===== config.mk =====
export PLATFORM = sky130hd
export DESIGN_NAME = fbe_top
export DESIGN_NICKNAME = d
export VERILOG_FILES = /design/src/hw/fbe_pkg.sv /design/src/hw/fbe_top.sv
export VERILOG_INCLUDE_DIRS = /design/src /design/src/hw
export SDC_FILE = /design/constraint.sdc
export NUM_CORES = 1
export LEC_CHECK = 0
export BUFFER_PORTS_ARGS = -buffer_cell sky130_fd_sc_hd__buf_2
export CORE_AREA = 8 8 65 73
export CTS_BUF_LIST = sky130_fd_sc_hd__clkbuf_8
export CTS_CLUSTER_DIAMETER = 50
export DETAILED_ROUTE_END_ITERATION = 8
export DIE_AREA = 0 0 73 81
export GPL_TIMING_DRIVEN = 0
export PLACE_DENSITY_LB_ADDON = 0.25
export SETUP_SLACK_MARGIN = 0.15
export SLEW_MARGIN = 20
export SYNTH_ARGS = -nofsm -noshare
export SYNTH_HDL_FRONTEND = slang
export SYNTH_SLANG_ARGS = --single-unit

===== constraint.sdc =====
create_clock -name i_clk_sys -period 2.5 [get_ports i_clk_sys]
set_clock_uncertainty 0.2 [all_clocks]
set_input_delay 0 -clock i_clk_sys [delete_from_list [all_inputs] [get_ports i_clk_sys]]
set_output_delay 0 -clock i_clk_sys [all_outputs]
set_load 0.02 [all_outputs]

===== src/hw/fbe_cfg.svh =====
// constants for the memory bit error reporting block
//
// Overview of operation
// - detecting an uncorrectable read error sets the uncorrectable error flag.
// - with reset enable set, uncorrectable error forces warm reset and loads reset cause code.
// - with uncorrectable irq enable set and reset enable clear, uncorrectable error requests NMI with its vector code.
// - with correctable irq enable set, correctable error without an uncorrectable one sets its flag and requests NMI.
// - uncorrectable flag survives the warm reset it caused, readable afterwards.
`ifndef FBE_CFG_SVH
`define FBE_CFG_SVH

// register byte offsets
`define FBE_OFS_CONFIG  8'h00
`define FBE_OFS_FLAGS   8'h04
`define FBE_OFS_RSTIV   8'h08
`define FBE_OFS_NMIIV   8'h0C
`define FBE_OFS_IRQ_ST  8'h10
`define FBE_OFS_IRQ_MSK 8'h14

// config word fields
`define FBE_BIT_URSTEN  0
`define FBE_BIT_UIE     1
`define FBE_BIT_CIE     2
// flag word and irq status fields
`define FBE_BIT_UFLAG   0
`define FBE_BIT_CFLAG   1

// vector codes (plain defaults)
`define FBE_CODE_NONE   16'h0000
`define FBE_CODE_URST   16'h0018
`define FBE_CODE_UNMI   16'h0004
`define FBE_CODE_CNMI   16'h0002

// warm reset pulse length
`define FBE_RST_NS      16
`define FBE_CLK_NS      4
`define FBE_RST_CYC     ((`FBE_RST_NS + `FBE_CLK_NS - 1) / `FBE_CLK_NS)

`endif


===== src/hw/fbe_pkg.sv =====
// types for the memory bit error reporting block
`default_nettype none
package fbe_pkg;
  typedef struct packed {
    logic        valid;   // one read access completes
    logic        uncorr;  // uncorrectable error seen
    logic        corr;    // correctable error seen
  } fbe_det_t;
endpackage : fbe_pkg
`default_nettype wire


===== src/hw/fbe_top.sv =====
// memory bit error reporting with ahb-lite register slave
`include "fbe_cfg.svh"
`default_nettype none
module fbe_top (
  // clock and warm reset
  input  wire logic            i_clk_sys,
  input  wire logic            i_rstn,
  // power-on reset, clears the sticky flag
  input  wire logic            i_por_rstn,
  // detection result from the memory read path
  input  wire fbe_pkg::fbe_det_t i_det,
  // ahb-lite slave
  input  wire logic            i_hsel,
  input  wire logic [7:0]      i_haddr,
  input  wire logic [1:0]      i_htrans,
  input  wire logic            i_hwrite,
  input  wire logic [2:0]      i_hsize,
  input  wire logic [31:0]     i_hwdata,
  input  wire logic            i_hready,
  output logic [31:0]          o_hrdata,
  output logic                 o_hreadyout,
  output logic                 o_hresp,
  // system outputs
  output logic                 o_warm_rst_req,
  output logic                 o_nmi_req,
  output logic                 o_irq
);

  ////////////////////////////////////////////////////////////////
  // registers
  logic [2:0]  cfg_reg;
  logic        uflag_reg;
  logic        cflag_reg;
  logic [15:0] rstiv_reg;
  logic [15:0] nmiiv_reg;
  logic [1:0]  ist_reg;
  logic [1:0]  imsk_reg;
  logic [2:0]  rst_cnt_reg;
  logic        nmi_reg;
  logic        wr_ph_reg;
  logic [7:0]  addr_ph_reg;

  ////////////////////////////////////////////////////////////////
  // bus decode
  // a warm reset in mid-transfer drops the transfer, so it cannot clear
  // the sticky flag or the cause vector that the reset must preserve
  wire bus_req = i_rstn & i_hsel & i_hready & i_htrans[1];
  wire wr_live = i_rstn & wr_ph_reg;
  wire wr_cfg  = wr_live & (addr_ph_reg == `FBE_OFS_CONFIG);
  wire wr_flg  = wr_live & (addr_ph_reg == `FBE_OFS_FLAGS);
  wire wr_ist  = wr_live & (addr_ph_reg == `FBE_OFS_IRQ_ST);
  wire wr_msk  = wr_live & (addr_ph_reg == `FBE_OFS_IRQ_MSK);
  wire rd_rsv  = bus_req & ~i_hwrite & (i_haddr == `FBE_OFS_RSTIV);
  wire rd_nmv  = bus_req & ~i_hwrite & (i_haddr == `FBE_OFS_NMIIV);

  // one event per access, uncorrectable wins
  wire ev_u = i_det.valid & i_det.uncorr;
  wire ev_c = i_det.valid & i_det.corr & ~i_det.uncorr;
  wire ev_c_en = ev_c & cfg_reg[`FBE_BIT_CIE];
  wire ev_rst  = ev_u & cfg_reg[`FBE_BIT_URSTEN];
  wire ev_unmi = ev_u & cfg_reg[`FBE_BIT_UIE] & ~cfg_reg[`FBE_BIT_URSTEN];

  // irq status next value; a new event beats its own write-one-to-clear
  wire [1:0] ist_next = (ist_reg & ~({2{wr_ist}} & i_hwdata[1:0])) | {ev_c_en, ev_u};

  // read mux; vectors clear on read like classic iv registers
  wire [31:0] rd_mux =
    (i_haddr == `FBE_OFS_CONFIG)  ? {29'h0, cfg_reg} :
    (i_haddr == `FBE_OFS_FLAGS)   ? {30'h0, cflag_reg, uflag_reg} :
    (i_haddr == `FBE_OFS_RSTIV)   ? {16'h0, rstiv_reg} :
    (i_haddr == `FBE_OFS_NMIIV)   ? {16'h0, nmiiv_reg} :
    (i_haddr == `FBE_OFS_IRQ_ST)  ? {30'h0, ist_reg} :
    (i_haddr == `FBE_OFS_IRQ_MSK) ? {30'h0, imsk_reg} : 32'h0;

  assign o_hreadyout    = 1'b1;
  assign o_hresp        = 1'b0;
  assign o_warm_rst_req = (rst_cnt_reg != 3'h0);
  assign o_nmi_req      = nmi_reg;
  assign o_irq          = |(ist_reg & imsk_reg);

  ////////////////////////////////////////////////////////////////
  // bus phase capture and read data
  always_ff @(posedge i_clk_sys) begin
    if (!i_rstn) begin
      wr_ph_reg   <= 1'b0;
      addr_ph_reg <= 8'h00;
      o_hrdata    <= 32'h0;
    end else begin
      wr_ph_reg   <= bus_req & i_hwrite;
      addr_ph_reg <= i_haddr;
      if (bus_req & ~i_hwrite) begin
        o_hrdata <= rd_mux;
      end
    end
  end

  // sticky uncorrectable flag lives on power-on reset, not warm reset
  always_ff @(posedge i_clk_sys) begin
    if (!i_por_rstn) begin
      uflag_reg <= 1'b0;
    end else if (ev_u) begin
      uflag_reg <= 1'b1;
    end else if (wr_flg & i_hwdata[`FBE_BIT_UFLAG]) begin
      uflag_reg <= 1'b0;
    end
  end

  // reset cause vector also survives the warm reset it reports
  always_ff @(posedge i_clk_sys) begin
    if (!i_por_rstn) begin
      rstiv_reg <= `FBE_CODE_NONE;
    end else if (ev_rst) begin
      rstiv_reg <= `FBE_CODE_URST;
    end else if (rd_rsv) begin
      rstiv_reg <= `FBE_CODE_NONE;
    end
  end

  // config word and irq mask are plain storage
  always_ff @(posedge i_clk_sys) begin
    if (!i_rstn) begin
      cfg_reg  <= 3'h0;
      imsk_reg <= 2'h0;
    end else begin
      if (wr_cfg) begin
        cfg_reg <= i_hwdata[2:0];
      end
      if (wr_msk) begin
        imsk_reg <= i_hwdata[1:0];
      end
    end
  end

  // correctable flag; an event in the clearing cycle keeps it set
  always_ff @(posedge i_clk_sys) begin
    if (!i_rstn) begin
      cflag_reg <= 1'b0;
    end else if (ev_c_en) begin
      cflag_reg <= 1'b1;
    end else if (wr_flg & i_hwdata[`FBE_BIT_CFLAG]) begin
      cflag_reg <= 1'b0;
    end
  end

  // irq status, next value worked out in the decode section
  always_ff @(posedge i_clk_sys) begin
    if (!i_rstn) begin
      ist_reg <= 2'h0;
    end else begin
      ist_reg <= ist_next;
    end
  end

  // nmi vector holds the latest source until software reads it
  always_ff @(posedge i_clk_sys) begin
    if (!i_rstn) begin
      nmiiv_reg <= `FBE_CODE_NONE;
    end else if (ev_unmi) begin
      nmiiv_reg <= `FBE_CODE_UNMI;
    end else if (ev_c_en) begin
      nmiiv_reg <= `FBE_CODE_CNMI;
    end else if (rd_nmv) begin
      nmiiv_reg <= `FBE_CODE_NONE;
    end
  end

  // nmi request is a single-cycle pulse per enabled event
  always_ff @(posedge i_clk_sys) begin
    if (!i_rstn) begin
      nmi_reg <= 1'b0;
    end else begin
      nmi_reg <= ev_unmi | ev_c_en;
    end
  end

  // warm reset request; a fresh error reloads the full pulse length
  always_ff @(posedge i_clk_sys) begin
    if (!i_rstn) begin
      rst_cnt_reg <= 3'h0;
    end else if (ev_rst) begin
      rst_cnt_reg <= 3'(`FBE_RST_CYC);
    end else if (rst_cnt_reg != 3'h0) begin
      rst_cnt_reg <= rst_cnt_reg - 3'h1;
    end
  end

  ////////////////////////////////////////////////////////////////
  // assertions
  // the sticky flag and the cause vector are checked against power-on reset,
  // apart from the cause check in warm_rst_req_a, since they must ride through the warm reset they request
  uerr_sets_flag_a : assert property (@(posedge i_clk_sys) disable iff (!i_por_rstn)
    ev_u |=> uflag_reg) else $error("uncorrectable flag not set");
  warm_rst_req_a : assert property (@(posedge i_clk_sys) disable iff (!i_rstn)
    ev_rst |=> o_warm_rst_req && rstiv_reg == `FBE_CODE_URST) else $error("warm reset missing");
  unmi_vector_a : assert property (@(posedge i_clk_sys) disable iff (!i_rstn)
    ev_unmi |=> o_nmi_req && nmiiv_reg == `FBE_CODE_UNMI) else $error("uncorr nmi missing");
  cnmi_flag_a : assert property (@(posedge i_clk_sys) disable iff (!i_rstn)
    ev_c_en |=> cflag_reg && o_nmi_req && nmiiv_reg == `FBE_CODE_CNMI) else $error("corr nmi missing");
  flag_survive_a : assert property (@(posedge i_clk_sys) disable iff (!i_por_rstn)
    uflag_reg && !i_rstn |=> uflag_reg) else $error("flag lost in warm reset");
  flag_hold_a : assert property (@(posedge i_clk_sys) disable iff (!i_rstn)
    cflag_reg && !wr_flg |=> cflag_reg) else $error("corr flag dropped");
  single_event_a : assert property (@(posedge i_clk_sys) disable iff (!i_rstn)
    i_det.valid && i_det.uncorr && i_det.corr |=> !cflag_reg || $past(cflag_reg))
    else $error("correctable taken with uncorrectable");
  nmi_pulse_a : assert property (@(posedge i_clk_sys) disable iff (!i_rstn)
    !ev_unmi && !ev_c_en |=> !o_nmi_req) else $error("spurious nmi");
  rst_len_a : assert property (@(posedge i_clk_sys) disable iff (!i_rstn)
    ev_rst |=> o_warm_rst_req [*4]) else $error("reset pulse too short");
  rst_end_a : assert property (@(posedge i_clk_sys) disable iff (!i_rstn)
    ev_rst ##1 !ev_rst [*4] |=> !o_warm_rst_req) else $error("reset pulse too long");
  cause_kept_a : assert property (@(posedge i_clk_sys) disable iff (!i_por_rstn)
    rstiv_reg == `FBE_CODE_URST && !rd_rsv |=> rstiv_reg == `FBE_CODE_URST) else $error("reset cause lost");
  cflag_gated_a : assert property (@(posedge i_clk_sys) disable iff (!i_rstn)
    !ev_c_en && !cflag_reg |=> !cflag_reg) else $error("corr flag set without enable");
  uflag_hold_a : assert property (@(posedge i_clk_sys) disable iff (!i_por_rstn)
    uflag_reg && !(wr_flg && i_hwdata[`FBE_BIT_UFLAG]) |=> uflag_reg) else $error("uncorr flag dropped");
  status_prio_a : assert property (@(posedge i_clk_sys) disable iff (!i_rstn)
    i_det.valid && i_det.uncorr |=> !ist_reg[`FBE_BIT_CFLAG] || $past(ist_reg[`FBE_BIT_CFLAG]))
    else $error("corr status taken with uncorrectable");
  irq_follows_a : assert property (@(posedge i_clk_sys) disable iff (!i_rstn)
    ev_u && imsk_reg[`FBE_BIT_UFLAG] && !wr_msk |=> o_irq) else $error("unmasked irq missing");

endmodule : fbe_top
`default_nettype wire


==> results of run 1 <==
## area by class of cell
type                            instances  area [um2]  area share, %
Clock buffer                            6        82.6           4.03
Tap cell                               50        62.6           3.05
Clock inverter                          1        3.75          0.183
Inverter                                7        26.3           1.28
Multi-Input combinational cell        117         748           36.5
Timing Repair Buffer                   44         305           14.9
Buffer                                 34         240           11.7
Sequential cell                        29         581           28.3
## final timing paths
kind | to | slack, ns | cells after the start
setup / recovery | rstiv_reg[3]$_SDFFE_PN0P_ | 0.29 | 6
hold / removal | cflag_reg$_SDFFE_PN0P_ | 0.02 | 3
setup reg to reg | cfg_reg[1]$_SDFFE_PN0P_ | 0.48 | 4
hold reg to reg | o_hrdata[3]$_SDFFE_PN0N_ | 0.25 | 2
## Yosys cell counts
cell type	instances
nand2_1	7
ha_1	3
nand2b_1	3
dfxtp_1	29
nand3_1	3
mux4_2	1
conb_1	2
o41ai_1	1
nor3_1	1
and2_1	9
o21ai_0	1
mux2i_1	7
buf_4	30
xor2_1	1
a31o_2	1
a21oi_1	2
o22ai_1	1
nor2b_1	6
and2_2	1
o21a_1	8
a22o_1	2
nor4_1	4
clkbuf_1	4
inv_1	7
and4b_1	1
o211a_1	1
nand3b_1	3
nand4b_1	2
a22oi_1	1
or4_4	2
nor2_1	6
nor4bb_1	1
nand4_1	1
a21boi_0	3
and3_1	2
a32o_1	2
or2_4	1
## metrics by stage
stage | power [mW] | utilization (%)
3_3_place_gp | 0.748 | 50.7
2_1_floorplan | 0.698 | -
3_5_place_dp | 0.750 | 50.7
5_1_grt | 1.21 | 57.9
4_1_cts | 1.15 | 57.9
6_report | 1.14 | 57.9
## worst max-delay path, stage by stage
cell and delay, ns:
dlygate4sd3_1 0.54, buf_2 0.13, or4_4 0.55, or2_4 0.25
or4_4 0.51, o211a_1 0.21
## layer usage
layer	up-vias	GRT usage [%]
met5	-	0
met4	0	5.81
met3	6	6.65
met2	40	21.8
met1	548	12.4
li1	645	-
## logic make-up (layout without fill, tap and decap cells)
logic type,count (synthesis),count (layout),share of synthesized area (%)
adders and majority gates,3,3,2.51
DFF,29,29,38.9
buffers and inverters,41,92,17.8
muxes,8,8,6.20
AOI/OAI and AO/OA,23,23,11.8
xor gates and xnor gates,1,1,0.586
other,2,29,0.503
and+or+nand+nor,53,53,21.7
## where the power goes
part	leakage (nW)	internal (mW)	switching (mW)
Sequential	0.237	0.486	0.0111
Combinational	0.735	0.120	0.144
Clock	0.0485	0.213	0.163
==> impl_metrics.yaml, run 1 <==
run_status:
  status: "complete, no violations"
synthesis:
  yosysWarnings: 0
  ys_ff_latch: 29
  yosys-top-cells-area: "dfxtp_1 (39%), buf_4 (15%), mux2i_1 (4.7%), o21a_1 (4.0%), and2_1 (3.8%)"
  syn-instance-count: 160
  yosysSeqAreaShare_pct: 38.9
  yosys.area.top_type: "dfxtp_1"
  yosys.cell_types.count: 37
  synth_top_area_share_pct: 38.9
  netlist_area_um2: 1490
  avgSynthCellArea_um2: 9.34
sta:
  final-max-slew-violation-count: 0
  fmax_mhz: 452
  hold_viol_final: 0
  rsz0062_at_grt: "false"
  setup_viol: 0
  fin_setup_tns_ns: 0
  worst_slack_ns: 0.285
  period_needed_ns: 2.21
  worstMarginPinSlew_ns: 0.856
  hold-worst-slack_ns: 0.0172
  finalCritPeriodShare_pct: 88.6
  slew_headroom_pct: 42.4
drt:
  wl_per_cell_um: 11.6
  route.detailed.drc: 0
  wl_met3_um: 341
  drt-initial-drc-count: 22
  wirelength_um: 3330
  postRouteAntennaNets: 0
  first_pass_iters: 4
  dr_wl_met2_um: 1630
  dr.max_layer_used: "met4"
  drt-met1-wl_um: 1300
  viasPerCell: 4.30
  vias: 1239
place:
  hpwl_um: 2550
  io_buffers: 27
  dpl_cell_area_um2: 1790
  dp_cells: 264
  post-place-ws_ns: 0.553
  gp_congestion: 0.816
clock_tree:
  holdBufCountCts: 17
  clk_pin_slew_worst_paths_ns: 0.06
  cts_tree: "done"
  insertion_delay_ns: 0.28
  cts_root_buffer: "clkbuf_8"
  htree_levels: 2
  post_cts_buffers: 0
  post_cts_resize_count: 0
  clockBufferDepth: 2
  cts_sinks: 29
  cts-buffers-inserted: 5
worst_setup_path:
  start_kind: "input port"
  worstPathMaxFanout: 3
  critPathKind: "in -> reg"
  endpoint_kind: "register"
  startpoint: "i_haddr[7]"
  worstPathArrival_ns: 2.19
  timing.rr.start: "addr_ph_reg[3]$_SDFF_PN0_"
  worstPathRequired_ns: 2.47
floorplan:
  die_w_um: 73
  num_rows: 23
  die_area_um2: 5910
  die_h_um: 81
  start_util_pct: 42.2
  io_pins: 91
  core_area_um2: 3540
global_routing:
  grt_first_pass_wirelength_um: 5860
  grt_max_degree: 11
  overflow: 0
  first_global_vias: 1310
  track_usage_pct: 12.7
  antenna_found_initial: 0
final_layout:
  fill_cells: 329
  layout_commonest_cell: "buf_4"
  area_growth_pct: 37.2
  largest_reg_flops: 8
  fin_area_um2: 2050
  fin_nets: 295
  antennaDiodeCount: 0
  drive_above_1_share_pct: 29.0
  layout_common_cells: "buf_4 (30), conb_1 (29), dfxtp_1 (29), buf_2 (27), dlygate4sd3_1 (17)"
  finalNonFillerCells: 288
pwr:
  peakVddDrop_mv: 0.376
  p_per_area_nw_per_um2: 555
  leakagePower_nw: 1.02
hold_path:
  hp-start: "i_det[0]"
  hold_path.class: "in -> reg"
run:
  max_cap_viol_count: 0
(Power assumes the default switching activity.)
==> run 2, diff against run 1 <==
Settings changed: ABC_AREA set to 1, CELL_PAD_IN_SITES_DETAIL_PLACEMENT set to 1, CELL_PAD_IN_SITES_GLOBAL_PLACEMENT set to 1, CORE_AREA 8 8 65 73 to 8 8 79 88, DIE_AREA 0 0 73 81 to 0 0 87 96.
==> run 2 against run 1 <==
Non-clock buffer count up 8. Design area up 10%. Area after synthesis up 5.6%. Total power up 6.8%. Combinational power up 22%. Sequential power up 2%. Via count up 21%. Register-to-register slack better by 0.16 ns. Setup slack better by 0.15 ns. Critical path type unchanged.
==> impl_metrics.yaml, run 2 <==
run_status:
  status: "complete, no violations"
synthesis:
  synthSimpleGateAreaFrac_pct: 23.6
  avgSynthCellArea_um2: 7.14
  yosys.cell_types.count: 26
  ys_ff_latch: 29
  ys.flop_type: "dfxtp_1"
  yosysSeqAreaShare_pct: 36.8
  muxShareOfSynthArea_pct: 0
  syn-instance-count: 221
  async_reset_ff_share_pct: 0
  yosysWarnings: 0
  synth_top_area_share_pct: 36.8
  synthXorXnorAreaFrac_pct: 0.555
  synth_top_family_by_area: "buffers and inverters"
  synth_compound_area_share_pct: 11.7
  yosys.area.top_type: "dfxtp_1"
  synth_common_cells: "nand2_1 (38), inv_1 (35), buf_4 (30)"
  yosys-top-cells-area: "dfxtp_1 (37%), buf_4 (14%), nand2_1 (9.0%), inv_1 (8.3%), a21oi_1 (5.4%)"
  synth_edf_count: 0
  yosysMostFrequentCell: "nand2_1"
  synth_fa_ha_area_share_pct: 2.38
  netlist_area_um2: 1580
clock_tree:
  cts_tree: "done"
  clockBufferDepth: 2
  insertion_delay_ns: 0.28
  post_cts_resize_count: 0
  cts_root_buffer: "clkbuf_8"
  cts-buffers-inserted: 5
  htree_levels: 2
  cts_sinks: 29
  clk_pin_slew_worst_paths_ns: 0.06
drt:
  postRouteAntennaNets: 0
  wirelength_um: 4200
  first_pass_iters: 4
  viasPerCell: 3.89
  drt-initial-drc-count: 45
  wl_per_cell_um: 10.9
  vias: 1501
  route.detailed.drc: 0
worst_setup_path:
  endpoint_kind: "register"
  path_common_cell: "dlygate4sd3_1"
  worstPathArrival_ns: 2.09
  start_kind: "input port"
  path_cells: "dlygate4sd3_1, buf_2, nand2_2, dlygate4sd3_1, nor3_1, dlygate4sd3_1"
  crit_family: "buffers and inverters"
  max_stage_delay_ns: 0.56
  cpMaxStageDelayCell: "dlygate4sd3_1"
  worstPathRequired_ns: 2.52
  cp_num_buf_inv: 4
  critPathKind: "in -> reg"
  worstPathMaxFanout: 8
pwr:
  p_per_area_nw_per_um2: 537
  clkPwrFrac_pct: 31.6
  leakagePower_nw: 1.18
  peakVddDrop_mv: 0.256
  swShare_pct: 30.2
  p_switching_mw: 0.366
  p_int_mw: 0.848
  power_frac_seq_pct: 41.9
  combPwrFrac_pct: 26.6
sta:
  fmax_mhz: 484
  slew_headroom_pct: 65.6
  worst_slack_ns: 0.435
  fin_setup_tns_ns: 0
  rsz0062_at_grt: "false"
  period_needed_ns: 2.07
  hold_viol_final: 0
  finalCritPeriodShare_pct: 82.6
  worstMarginPinSlew_ns: 0.517
  final-max-slew-violation-count: 0
  setup_viol: 0
global_routing:
  grt_first_pass_wirelength_um: 6950
  grt_max_degree: 11
  overflow: 0
  track_usage_pct: 10.8
  first_global_vias: 1529
  antenna_found_initial: 0
floorplan:
  core_area_um2: 5550
  die_h_um: 96
  die_w_um: 87
  start_util_pct: 28.4
  num_rows: 29
  die_area_um2: 8350
  io_pins: 91
final_layout:
  largest_reg_flops: 8
  drive_above_1_share_pct: 25.9
  area_growth_pct: 43.4
  layout_common_cells: "nand2_1 (38), inv_1 (36), buf_4 (30), conb_1 (29), dfxtp_1 (29)"
  layout_commonest_cell: "nand2_1"
  fill_cells: 712
  fin_nets: 366
  antennaDiodeCount: 0
place:
  gp_congestion: 0.767
  post-place-ws_ns: 1.01
  hpwl_um: 3280
  io_buffers: 28
run:
  max_cap_viol_count: 0
hold_path:
  hold_path.class: "in -> reg"
run 2: cell types whose count changed in the layout (fill, tap and decap cells not counted), sizes merged, moves of 9 or more:
cell         before  now
and2             10    0
a21oi             2   19
nand2             7   44
dlygate4sd3      17   26
o21ai             1   13
nor2              6   18
inv               8   38
run 2: kinds of logic (layout without fill, tap and decap cells):
group / count (synthesis) / after routing
xor gates and xnor gates: 1 / 1
buffers and inverters: 70 / 131
other: 2 / 29
adders and majority gates: 3 / 3
and+or+nand+nor: 82 / 82
DFF: 29 / 29
AOI/OAI and AO/OA: 34 / 34
run 2: power by group through the flow:
stage	combinational, mW	clock (mW)	sequential (mW)
after global routing	0.363	0.423	0.511
after detailed placement	0.295	0	0.518
after CTS	0.325	0.397	0.508
after global placement	0.290	0	0.518
final	0.322	0.383	0.508
after floorplan	0.230	0	0.515
run 2: area by class of cell:
type,instances,area (um2),share of cell area (%)
Inverter,38,144,6.36
Buffer,32,243,10.7
Tap cell,77,96.3,4.26
Clock buffer,6,82.6,3.65
Multi-Input combinational cell,149,712,31.5
Clock inverter,1,3.75,0.166
Sequential cell,29,581,25.7
Timing Repair Buffer,54,400,17.7
run 2: repair_timing:
action | in CTS | in global routing
hold endpoints to repair | 26 | 0
buffers inserted | 0 | 0
hold buffers | 26 | 0
run 2: worst paths after layout:
check	from	to	slack (ns)	cells after the start
hold / removal	i_hready	o_hrdata[3]$_SDFFE_PN0N_	0.1	6
setup / recovery	i_rstn	wr_ph_reg$_SDFF_PN0_	0.43	6
setup reg to reg	addr_ph_reg[1]$_SDFF_PN0_	uflag_reg$_SDFFE_PN0P_	0.64	7
hold reg to reg	o_hrdata[0]$_SDFFE_PN0N_	o_hrdata[0]$_SDFFE_PN0N_	0.26	2
run 2: per-layer routing:
layer  vias up  global-route usage, %  routed length (um)
met5         -                      0                   0
met4         0                   4.31                  62
met3         6                   4.70                 280
met2        32                   18.7                2150
met1       667                   11.3                1720
li1        796                      -                   -
run 2: through the flow:
stage / instances / utilization, % / total power, mW / hold slack [ns] / cell area, um2
6_report: 386 / 40.7 / 1.21 / 0.0955 / 2260
4_1_cts: 386 / 40.7 / 1.23 / 0.0980 / 2260
3_3_place_gp: 353 / 34.5 / 0.807 / -0.00133 / 1920
2_1_floorplan: 248 / - / 0.746 / -0.107 / 1680
5_1_grt: 386 / 40.7 / 1.30 / 0.154 / 2260
3_5_place_dp: 353 / 34.5 / 0.814 / -0.000232 / 1920
run 2: tightest hold or removal path: stages:
cell and delay (ns):
buf_2 0.07, nand2_1 0.06, nor2_1 0.12, nand2_2 0.13, nand2_1 0.08, a21oi_1 0.05
==> run 3, diff against run 2 <==
Clock period 2.5 ns to 2 ns, I/O delays scaled along.
==> run 3 against run 2 <==
Global-route usage up 0.053 points. Non-clock buffer count is the same. Core utilization unchanged. Register-to-register slack worse by 0.45 ns. Die area did not move. Critical endpoint is now imsk_reg[1]$_SDFFE_PN0P_. Largest cell class unchanged. Via count about the same. Design area is the same. Sequential share of layout area is the same. Worst hold slack got worse by 0.041 ns. Sequential cell count stayed put. Critical path type is now reg -> reg. Setup slack worse by 0.25 ns.
==> impl_metrics.yaml, run 3 (synthesis results as in run 2) <==
worst_setup_path:
  path_cells: "nor2_1, nand2_1, nor3_2, nand2_1, clkinv_2, o21ai_1, dlygate4sd3_1, a21oi_1"
  rrSetupSlack_ns: 0.19
  cp_num_buf_inv: 2
  worstPathRequired_ns: 2.01
  endpoint_kind: "register"
  cpMaxStageDelayCell: "dlygate4sd3_1"
  worstPathMaxFanout: 4
  max_stage_delay_ns: 0.56
  worstPathArrival_ns: 1.82
  path_common_cell: "nand2_1"
  crit_family: "buffers and inverters"
  start_kind: "register"
  critPathKind: "reg -> reg"
final_layout:
  drive_above_1_share_pct: 25.9
  area_growth_pct: 43.4
  layout_commonest_cell: "nand2_1"
  fin_nets: 366
  largest_reg_flops: 8
  fill_cells: 708
  antennaDiodeCount: 0
  layout_common_cells: "nand2_1 (38), inv_1 (36), buf_4 (30), conb_1 (29), dfxtp_1 (29)"
  fin_area_um2: 2260
clock_tree:
  cts-buffers-inserted: 5
  clk_pin_slew_worst_paths_ns: 0.06
  insertion_delay_ns: 0.28
  clockBufferDepth: 2
  htree_levels: 2
  cts_root_buffer: "clkbuf_8"
  cts_tree: "done"
  cts_sinks: 29
pwr:
  power_frac_seq_pct: 41.9
  p_switching_mw: 0.456
  peakVddDrop_mv: 0.319
  swShare_pct: 30.1
  p_per_area_nw_per_um2: 670
  clkPwrFrac_pct: 31.5
  combPwrFrac_pct: 26.6
  p_int_mw: 1.06
  leakagePower_nw: 1.17
sta:
  worst_slack_ns: 0.189
  hold-worst-slack_ns: 0.0542
  finalCritPeriodShare_pct: 90.6
  hold_viol_final: 0
  fmax_mhz: 552
  setup_viol: 0
  fin_setup_tns_ns: 0
  final-max-slew-violation-count: 0
  period_needed_ns: 1.81
  worstMarginPinSlew_ns: 0.531
  rsz0062_at_grt: "true"
  slew_headroom_pct: 64.6
floorplan:
  core_area_um2: 5550
  die_h_um: 96
  num_rows: 29
  die_area_um2: 8350
  io_pins: 91
  start_util_pct: 28.4
  die_w_um: 87
global_routing:
  first_global_vias: 1549
  antenna_found_initial: 0
  track_usage_pct: 10.9
  overflow: 0
  grt_first_pass_wirelength_um: 7020
  grt_max_degree: 11
drt:
  drt-initial-drc-count: 42
  viasPerCell: 3.89
  first_pass_iters: 3
  wirelength_um: 4200
  route.detailed.drc: 0
  vias: 1502
  postRouteAntennaNets: 0
  wl_per_cell_um: 10.9
place:
  gp_congestion: 0.767
  io_buffers: 28
  dpl_cell_area_um2: 1920
  post-place-ws_ns: 0.513
  hpwl_um: 3280
run:
  max_cap_viol_count: 0
hold_path:
  hold_path.class: "in -> reg"
run_status:
  status: "complete, no violations"
## run 3: cell counts in the layout (fill, tap and decap cells not counted)
No cell type changed its count.
## run 3: final timing paths
path / startpoint / cells past startpoint / endpoint
worst max-delay path: addr_ph_reg[1]$_SDFF_PN0_ / 8 / imsk_reg[1]$_SDFFE_PN0P_
worst min-delay path: i_rstn / 5 / cfg_reg[2]$_SDFFE_PN0P_
worst max register to register: addr_ph_reg[1]$_SDFF_PN0_ / 8 / imsk_reg[1]$_SDFFE_PN0P_
worst min register to register: o_hrdata[0]$_SDFFE_PN0N_ / 2 / o_hrdata[0]$_SDFFE_PN0N_
## run 3: metal layers
layer | vias to the layer above | wire length (um) | part of all wire [%] | track usage [%]
met5 | - | 0 | 0 | 0
met3 | 6 | 280 | 6.7 | 4.70
met2 | 32 | 2090 | 50 | 18.8
met1 | 669 | 1770 | 42 | 11.4
li1 | 795 | - | - | -
met4 | 0 | 62 | 1.5 | 4.31
## run 3: layout make-up
cell class / count / area (um2) / share of cell area (%)
repair buffers: 54 / 400 / 17.7
multi-input cells: 149 / 712 / 31.5
inverters: 38 / 144 / 6.36
clock inverters: 1 / 3.75 / 0.166
plain buffers: 32 / 243 / 10.7
flip-flops and latches: 29 / 581 / 25.7
well taps: 77 / 96.3 / 4.26
clock buffers: 6 / 82.6 / 3.65
## run 3: per-stage QoR
stage | instances | total power, mW | util [%]
final | 386 | 1.52 | 40.7
after global routing | 386 | 1.62 | 40.7
after CTS | 386 | 1.54 | 40.7
after detailed placement | 353 | 1.02 | 34.5
after global placement | 353 | 1.01 | 34.5
after floorplan | 248 | 0.932 | -
## run 3: timing repair
item                                    in CTS  in global routing
resized for setup                            0                  0
hold buffers                                26                  1
endpoints found under the hold margin       26                  1
endpoints found under the setup margin       0                  2
setup buffers                                0                  0
## run 3: tightest hold or removal path: stages
cell and delay, ns:
buf_2 0.14, nand2_2 0.10, nor3_2 0.05, nand2_2 0.11, a21oi_1 0.08
## run 3: power by group through the flow
stage	Clock, mW	Combinational [mW]	Sequential (mW)
3_3_place_gp	0	0.362	0.647
4_1_cts	0.497	0.406	0.635
6_report	0.477	0.404	0.635
2_1_floorplan	0	0.288	0.644
5_1_grt	0.529	0.454	0.639
3_5_place_dp	0	0.369	0.648
